==> config.mk <==
export PLATFORM = sky130hd
export DESIGN_NAME = cdfb_flag_bank
export DESIGN_NICKNAME = d
export VERILOG_FILES = /design/src/cdfb_pkg.sv /design/src/cdfb_flag_bank.sv
export VERILOG_INCLUDE_DIRS = /design/src
export SDC_FILE = /design/constraint.sdc
export NUM_CORES = 1
export LEC_CHECK = 0
export BUFFER_PORTS_ARGS = -buffer_cell sky130_fd_sc_hd__buf_2
export CAP_MARGIN = 20
export CORE_ASPECT_RATIO = 1.5
export CORE_MARGIN = 2
export CORE_UTILIZATION = 26
export CTS_BUF_LIST = sky130_fd_sc_hd__clkbuf_8
export DETAILED_ROUTE_END_ITERATION = 10
export GPL_ROUTABILITY_DRIVEN = 1
export MAX_ROUTING_LAYER = met4
export PLACE_DENSITY = 0.58
export SKIP_CTS_REPAIR_TIMING = 1
export SLEW_MARGIN = 10
export SYNTH_ARGS = -nofsm -noshare
export SYNTH_HDL_FRONTEND = slang
export SYNTH_SLANG_ARGS = --single-unit
==> constraint.sdc <==
create_clock -name clk -period 3.9 [get_ports clk]
set_clock_uncertainty 0.15 [all_clocks]
set_input_delay 0.585 -clock clk [delete_from_list [all_inputs] [get_ports clk]]
set_output_delay 0.585 -clock clk [all_outputs]
set_load 0.05 [all_outputs]
==> src/cdfb_consts.svh <==
// Constants for the CAN diagnostic flag bank
`ifndef CDFB_CONSTS_SVH
`define CDFB_CONSTS_SVH

// ================================================================
// Flag positions in the response word
`define CDFB_NUM_FLAGS 15
`define CDFB_NUM_RT 3
`define CDFB_RESP_W 18
`define CDFB_BIT_WAKE 0
`define CDFB_BIT_OVERTEMP 1
`define CDFB_BIT_RX_LOW 2
`define CDFB_BIT_RX_HIGH 3
`define CDFB_BIT_TX_DOM 4
`define CDFB_BIT_BUS_DOM 5
`define CDFB_BIT_OVERCUR 6
`define CDFB_BIT_SUSPECT 7
`define CDFB_BIT_CONFIRM 8
`define CDFB_BIT_CANL_BAT 9
`define CDFB_BIT_CANL_VDD 10
`define CDFB_BIT_CANL_GND 11
`define CDFB_BIT_CANH_BAT 12
`define CDFB_BIT_CANH_VDD 13
`define CDFB_BIT_CANH_GND 14
`define CDFB_FLAGS_RESET 15'h0000
`define CDFB_RESP_RESET 18'h00000
// Read command code for the CAN flag group
`define CDFB_READ_CMD 16'h2180

`endif

==> src/cdfb_pkg.sv <==
// Types for the CAN diagnostic flag bank
`default_nettype none

package cdfb_pkg;
  typedef logic [14:0] cdfb_flags_t;
  typedef logic [15:0] cdfb_cmd_t;
  typedef logic [17:0] cdfb_resp_t;
endpackage : cdfb_pkg

`default_nettype wire

==> src/cdfb_flag_bank.sv <==
// Latched CAN diagnostic flags with read-to-clear once the condition is gone
`include "cdfb_consts.svh"
`default_nettype none

module cdfb_flag_bank
  import cdfb_pkg::*;
(
  // Clock and reset
  input wire logic clk,
  input wire logic reset,
  // Detector levels, one per flag, high while the condition stands
  input wire logic wake_event,
  input wire logic overtemp_det,
  input wire logic rx_low_det,
  input wire logic rx_high_det,
  input wire logic tx_dom_det,
  input wire logic bus_dom_det,
  input wire logic overcur_det,
  input wire logic bus_fault_suspect_det,
  input wire logic bus_fault_confirm_det,
  input wire logic canl_bat_det,
  input wire logic canl_vdd_det,
  input wire logic canl_gnd_det,
  input wire logic canh_bat_det,
  input wire logic canh_vdd_det,
  input wire logic canh_gnd_det,
  // Real-time state bits
  input wire logic driver_enabled,
  input wire logic receiver_enabled,
  input wire logic wake_rx_enabled,
  // Read command from the serial front end
  input wire logic cmd_valid,
  input wire logic [15:0] cmd_code,
  // Response and live flag view
  output logic resp_valid,
  output logic [17:0] resp_data,
  output logic [14:0] flags
);

  // ================================================================
  // Internal signals
  // Command decode
  wire logic read_hit;
  // Per-flag terms
  wire cdfb_flags_t det;
  wire cdfb_flags_t set_now;
  wire cdfb_flags_t clr_ok;
  wire cdfb_flags_t read_seen;
  wire cdfb_flags_t pend_arm;
  wire cdfb_flags_t pend_keep;
  cdfb_flags_t read_pend;
  cdfb_flags_t next_flags;
  cdfb_flags_t next_pend;
  // Response path
  wire logic [2:0] live_state;
  wire cdfb_resp_t snapshot;
  wire logic next_resp_valid;
  wire cdfb_resp_t next_resp_data;

  // ================================================================
  // Command decode

  assign read_hit = cmd_valid && (cmd_code == `CDFB_READ_CMD);

  // ================================================================
  // Detector gather
  // Wake and thermal
  assign det[`CDFB_BIT_WAKE] = wake_event;
  assign det[`CDFB_BIT_OVERTEMP] = overtemp_det;

  // Pin faults
  assign det[`CDFB_BIT_RX_LOW] = rx_low_det;
  assign det[`CDFB_BIT_RX_HIGH] = rx_high_det;
  assign det[`CDFB_BIT_TX_DOM] = tx_dom_det;

  // Bus-level faults
  assign det[`CDFB_BIT_BUS_DOM] = bus_dom_det;
  assign det[`CDFB_BIT_OVERCUR] = overcur_det;
  assign det[`CDFB_BIT_SUSPECT] = bus_fault_suspect_det;
  assign det[`CDFB_BIT_CONFIRM] = bus_fault_confirm_det;

  // Line shorts
  assign det[`CDFB_BIT_CANL_BAT] = canl_bat_det;
  assign det[`CDFB_BIT_CANL_VDD] = canl_vdd_det;
  assign det[`CDFB_BIT_CANL_GND] = canl_gnd_det;
  assign det[`CDFB_BIT_CANH_BAT] = canh_bat_det;
  assign det[`CDFB_BIT_CANH_VDD] = canh_vdd_det;
  assign det[`CDFB_BIT_CANH_GND] = canh_gnd_det;

  // ================================================================
  // Per-flag set and clear
  // A read that finds a level condition still present is remembered, so the flag
  // drops as soon as the condition goes without needing a second read.
  genvar gi;
  generate
    for (gi = 0; gi < `CDFB_NUM_FLAGS; gi = gi + 1)
    begin : g_flag
      // Only a read that returned this flag as set may arm its later clear
      assign read_seen[gi] = read_hit & flags[gi];
      assign set_now[gi] = det[gi];
      // Wake is event-only: a read alone clears it
      if (gi == `CDFB_BIT_WAKE)
      begin : g_evt
        assign clr_ok[gi] = read_hit;
        assign pend_arm[gi] = 1'b0;
        assign pend_keep[gi] = 1'b0;
      end
      else
      begin : g_lvl
        // Recovery is the detector going low; the read may come first
        assign clr_ok[gi] = (read_hit || read_pend[gi]) && !det[gi];
        assign pend_arm[gi] = read_seen[gi] & det[gi];
        assign pend_keep[gi] = read_pend[gi] & det[gi];
      end
      // Set wins over clear, so an event during the read stays latched
      assign next_flags[gi] = set_now[gi] | (flags[gi] & ~clr_ok[gi]);
      assign next_pend[gi] = next_flags[gi] & (pend_arm[gi] | pend_keep[gi]);
    end
  endgenerate

  // ================================================================
  // Response assembly
  // Real-time bits come straight from their sources and a read never touches them
  assign live_state = {wake_rx_enabled, receiver_enabled, driver_enabled};
  // Registered flags are the values before this read clears anything
  assign snapshot = {live_state, flags};
  assign next_resp_valid = read_hit;
  // The word stands until the next read, so the host may fetch it late
  assign next_resp_data = read_hit ? snapshot : resp_data;

  // ================================================================
  // Flag registers
  always_ff @(posedge clk)
  begin
    if (reset)
    begin
      flags <= `CDFB_FLAGS_RESET;
    end
    else
    begin
      flags <= next_flags;
    end
  end

  // Pending clears go with reset, so a stale read cannot clear a fresh fault
  always_ff @(posedge clk)
  begin
    if (reset)
    begin
      read_pend <= `CDFB_FLAGS_RESET;
    end
    else
    begin
      read_pend <= next_pend;
    end
  end

  // ================================================================
  // Response registers
  always_ff @(posedge clk)
  begin
    if (reset)
    begin
      resp_valid <= 1'b0;
    end
    else
    begin
      resp_valid <= next_resp_valid;
    end
  end

  always_ff @(posedge clk)
  begin
    if (reset)
    begin
      resp_data <= `CDFB_RESP_RESET;
    end
    else
    begin
      resp_data <= next_resp_data;
    end
  end

endmodule : cdfb_flag_bank

`default_nettype wire

==> results.ini, run 1 <==
[clock_tree]
clock_path_buffers=2
cts_made_buffers=5
root_buffer=clkbuf_8
clkTransAtPathRegs_ns=0.08
cts_htree_levels=2
cts_tree=done
cts.sink_count=48
clk_latency_ns=0.28

[die]
ios=71
core_um2=6852
row_count=37
dieArea_um2=7802
initial_core_util_pct=26.94
die_w_um=72.79
chipHeight_um=107.2

[sta]
report.final.slew_viol_count=0
finalSetupTns_ns=0
period_needed_ns=2.143
rsz0062_at_grt=false
relSlewSlack_pct=34.38
hold_violations=0
worst_pin_slew_ns=0.9832
fmax_mhz=466.6
fin_crit_sh_pct=54.95
worst_slack_ns=1.757
setup_viol=0

[power_and_ir_drop]
power_density_nw_per_um2=393.0
peakVddDrop_v=0.0001886
p_int_w=0.0006615
netSwitchingFraction_pct=27.04
pwr-share-seq_pct=57.0
p_switching_w=0.0002452
clkPwrFrac_pct=29.5
p_leak_nw=0.9510
power_frac_comb_pct=13.5

[place]
io_buffers=70
gp_congestion=0.7381
dp_cells=334
dp_hpwl_um=3076
pre_cts_slack_ns=1.411

[flow_run]
maxCapViolCount=0

[logic_synthesis]
synth_cell_types=24
synth.net_count=235
dominantRegCellSynth=dfxtp_1
ys_seq_area_share_pct=52.07
synth.avg_cell_area_um2=9.321
async_reset_ff_share_pct=0
synth_edf_count=0
syn_area_um2=1846
synthCells=198
ys_seq_elements=48
yosys_warnings=0

[layout]
final_core_util_pct=33.67
layout.nets=300
fin_cells=341
diodes=0
drive_gt1_share_pct=34.22
mostFrequentLayoutCells=70 x buf_2, 48 x dfxtp_1, 32 x a21oi_1
final_common_cell=buf_2
area_growth_pct=25.02

[routing]
via_per_inst=4.651
totalWireLength_um=4360
ant_nets=0
vias=1586
avgRoutedWirePerCell_um=12.79
drcViolationCount=0
first_pass_iters=4
drtIter0Drc=49

[min_path]
hp-class=reg2reg
min_from=read_pend[3]
hold_depth=1
min_to=flags[3]

[setup_path]
startpoint_type=input pin
reg2reg_setup_slack_ns=2.85
required_ns=3.96
crit_path_end_kind=flip-flop
cp_data_arrival_time_ns=2.21
r2r.worst_path.cells=2
worst-path-max-fanout=18
r2r-start=flags[11]
path_class=in2reg
r2r_end=flags[11]

[global_route]
grt_max_degree=49
grt_pass1_wl_um=7355
overflow=0
antenna_found_initial=0
grt_pass1_vias=1584
track_usage_pct=12.40

[outcome]
status=completed

sequential cells by signal, indices dropped and copies added (netlist names):
name        count
flags          15
read_pend      14
resp_data      18
resp_valid      1
kinds of logic (layout without fill, tap and decap cells):
logic type             Yosys count  in the layout  share of synthesized area (%)
and+or+nand+nor                 42             42                          16.88
AOI/OAI and AO/OA               66             66                          20.95
buffers and inverters           42            107                          10.10
DFF                             48             48                          52.07
area by class of cell:
| cell class | count | area (µm²) |
|---|---|---|
| multi-input combinational | 108 | 704.4 |
| sequential | 48 | 960.9 |
| fill | 761 | 4544 |
| clock inverter | 2 | 8.758 |
| inverter | 29 | 108.9 |
| tap | 78 | 97.59 |
| clock buffer | 5 | 68.82 |
| timing repair buffer | 71 | 357.8 |
cells in the mapped netlist (2+ instances only):
cell type / n / area [µm²]
nor4b_2: 2 / 30.03
nand2b_1: 14 / 87.58
nand3_2: 5 / 50.05
a21oi_1: 32 / 160.2
o41ai_1: 14 / 122.6
nand3_1: 12 / 60.06
clkbuf_1: 9 / 33.78
o21ai_0: 19 / 95.09
inv_1: 29 / 108.9
dfxtp_1: 48 / 960.9
worst max-delay path: stages:
cell,delay (ns)
buf_2,0.10
nor4_2,0.29
and4_1,0.81
nand3_1,0.22
a21oi_1,0.19
per-stage QoR:
step / hold slack, ns / power [W] / instance area [µm²]
CTS: 0.3004 / 0.0009230 / 2307
global route: 0.3212 / 0.0009535 / 2307
detailed placement: 0.2877 / 0.0006527 / 2230
global placement: 0.2796 / 0.0006512 / 2230
finish: 0.2999 / 0.0009066 / 2307
floorplan: 0.2731 / 0.0006103 / 1846
per-layer routing:
layer / GRT usage, % / share of wire [%]
met1: 14.19 / 45
met2: 20.97 / 49
met3: 2.538 / 4.5
met4: 4.762 / 1.6
met5: - / 0
how the worst max path moves through the flow:
stage | start | to | slack, ns
after floorplan | cmd_code[14] | flags[10] | 2.12
final | cmd_code[1] | resp_data[8] | 1.76
after detailed placement | cmd_code[1] | resp_data[8] | 1.41
after global placement | cmd_code[1] | read_pend[7] | 1.44
after CTS | cmd_code[1] | resp_data[8] | 1.72
after global routing | cmd_code[1] | read_pend[6] | 1.51
power groups by stage:
stage / Combinational, W / Sequential, W / Clock (W)
global route: 0.000132 / 0.000519 / 0.000302
finish: 0.000123 / 0.000517 / 0.000267
floorplan: 0.0000334 / 0.000577 / 0
detailed placement: 0.000124 / 0.000529 / 0
CTS: 0.000124 / 0.000517 / 0.000282
global placement: 0.000123 / 0.000528 / 0
Note: power is estimated with default switching activity, not from simulation.
==> run 2, diff against run 1 <==
Clock period 3.9 ns to 2.2 ns, I/O delays scaled along.
==> run 2 against run 1 <==
Compared with the run above:
- total power up 80%
- core utilization up 0.71 points
- critical path type unchanged
- setup slack got worse by 1.1 ns
- clock power grew 86%
- count of clock-buffer cells in the layout is the same
- global-route usage fell by 0.27 points
- sequential cell count did not move
- routed wire length grew 3.2%
- die area unchanged
==> results.ini, run 2 (same netlist as run 1, synthesis figures left out) <==
[outcome]
status=completed

[sta]
finalSetupTns_ns=0
worst_pin_slew_ns=0.6705
fin_crit_sh_pct=68.06
hold_violations=0
fmax_mhz=667.9
relSlewSlack_pct=55.30
report.final.slew_viol_count=0
fin_hold_ws_ns=0.1071
rsz0062_at_grt=false
period_needed_ns=1.497
setup_viol=0

[power_and_ir_drop]
netSwitchingFraction_pct=27.73
clkPwrFrac_pct=30.4
p_int_w=0.001180
power_density_nw_per_um2=693.3
p_switching_w=0.0004529
p_leak_nw=0.9760
power_frac_comb_pct=13.6
peakVddDrop_v=0.0002678
pwr-share-seq_pct=56.0

[setup_path]
path_class=in2reg
r2r-start=flags[10]
startpoint_type=input pin
required_ns=2.20
crit_path_end_kind=flip-flop
critical_path.startpoint=cmd_code[14]
cp_data_arrival_time_ns=1.50
worst-path-max-fanout=11
r2r.worst_path.cells=2

[place]
dp_cells=340
gp_congestion=0.7174
io_buffers=70
dp_hpwl_um=3277

[routing]
drtIter0Drc=40
totalWireLength_um=4501
avgRoutedWirePerCell_um=12.97
via_per_inst=4.692
drcViolationCount=0
first_pass_iters=4
ant_nets=0
vias=1628

[die]
row_count=37
die_w_um=72.79
core_um2=6852
chipHeight_um=107.2
ios=71
initial_core_util_pct=26.94
dieArea_um2=7802

[clock_tree]
clkTransAtPathRegs_ns=0.09
clock_path_buffers=2
root_buffer=clkbuf_8
cts_made_buffers=5
cts_htree_levels=2
clk_latency_ns=0.29
cts.sink_count=48
cts_tree=done

[layout]
final_common_cell=buf_2
mostFrequentLayoutCells=70 x buf_2, 48 x dfxtp_1, 32 x a21oi_1
fin_cells=347
area_growth_pct=27.66
fillers=737
layout.nets=306
largest_reg_flops=18
largestRegisters=resp_data x18, flags x15, read_pend x14
diodes=0
regMostFlops=resp_data
drive_gt1_share_pct=36.06

[min_path]
hold_depth=3
hp-class=in2reg
min_from=tx_dom_det

[global_route]
grt_pass1_vias=1602
overflow=0
antenna_found_initial=0
grt_max_degree=41
grt_pass1_wl_um=7210
track_usage_pct=12.13

[flow_run]
maxCapViolCount=0

## run 2: cell types whose count changed in the layout (fill, tap and decap cells not counted), sizes merged
cell	change
inv	-1
buf	+6
clkinvlp	+1
## run 2: stage by stage
step | setup WS [ns] | total power, W | utilization [%] | instance area [µm²]
after CTS | 0.6937 | 0.001667 | 34.39 | 2356
final | 0.7027 | 0.001633 | 34.39 | 2356
after global routing | 0.5844 | 0.001721 | 34.39 | 2356
after detailed placement | 0.3687 | 0.001162 | 33.20 | 2275
after floorplan | 0.6783 | 0.001082 | - | 1846
after global placement | 0.3930 | 0.001159 | 33.20 | 2275
## run 2: path summary, 6_finish.rpt
path / end / slack, ns
min: flags[4] / 0.11
max reg2reg: flags[10] / 1.18
max: resp_data[14] / 0.70
min reg2reg: read_pend[1] / 0.30
## run 2: routing by layer
layer / GRT usage [%] / routed length [µm]
met1: 13.61 / 1874
met2: 20.45 / 2298
met3: 2.726 / 238
met4: 5.026 / 89
met5: - / 0
## run 2: area by class of cell
cell class / instances / area (µm²) / share of cell area [%]
tap: 78 / 97.59 / 4.142
timing repair buffer: 77 / 402.9 / 17.10
clock inverter: 2 / 12.51 / 0.5311
clock buffer: 5 / 68.82 / 2.921
multi-input combinational: 108 / 704.4 / 29.90
sequential: 48 / 960.9 / 40.79
inverter: 29 / 108.9 / 4.620
## run 2: critical path: stages
cell	delay (ns)
buf_2	0.12
or3b_2	0.60
buf_4	0.22
o21ai_0	0.15
a21oi_1	0.08
## run 2: power by group through the flow
stage,clock [W],combinational (W),sequential (W)
2_1_floorplan,0,0.0000593,0.00102
3_5_place_dp,0,0.000226,0.000935
5_1_grt,0.000561,0.000241,0.000919
3_3_place_gp,0,0.000224,0.000935
6_report,0.000497,0.000222,0.000914
4_1_cts,0.000525,0.000227,0.000915
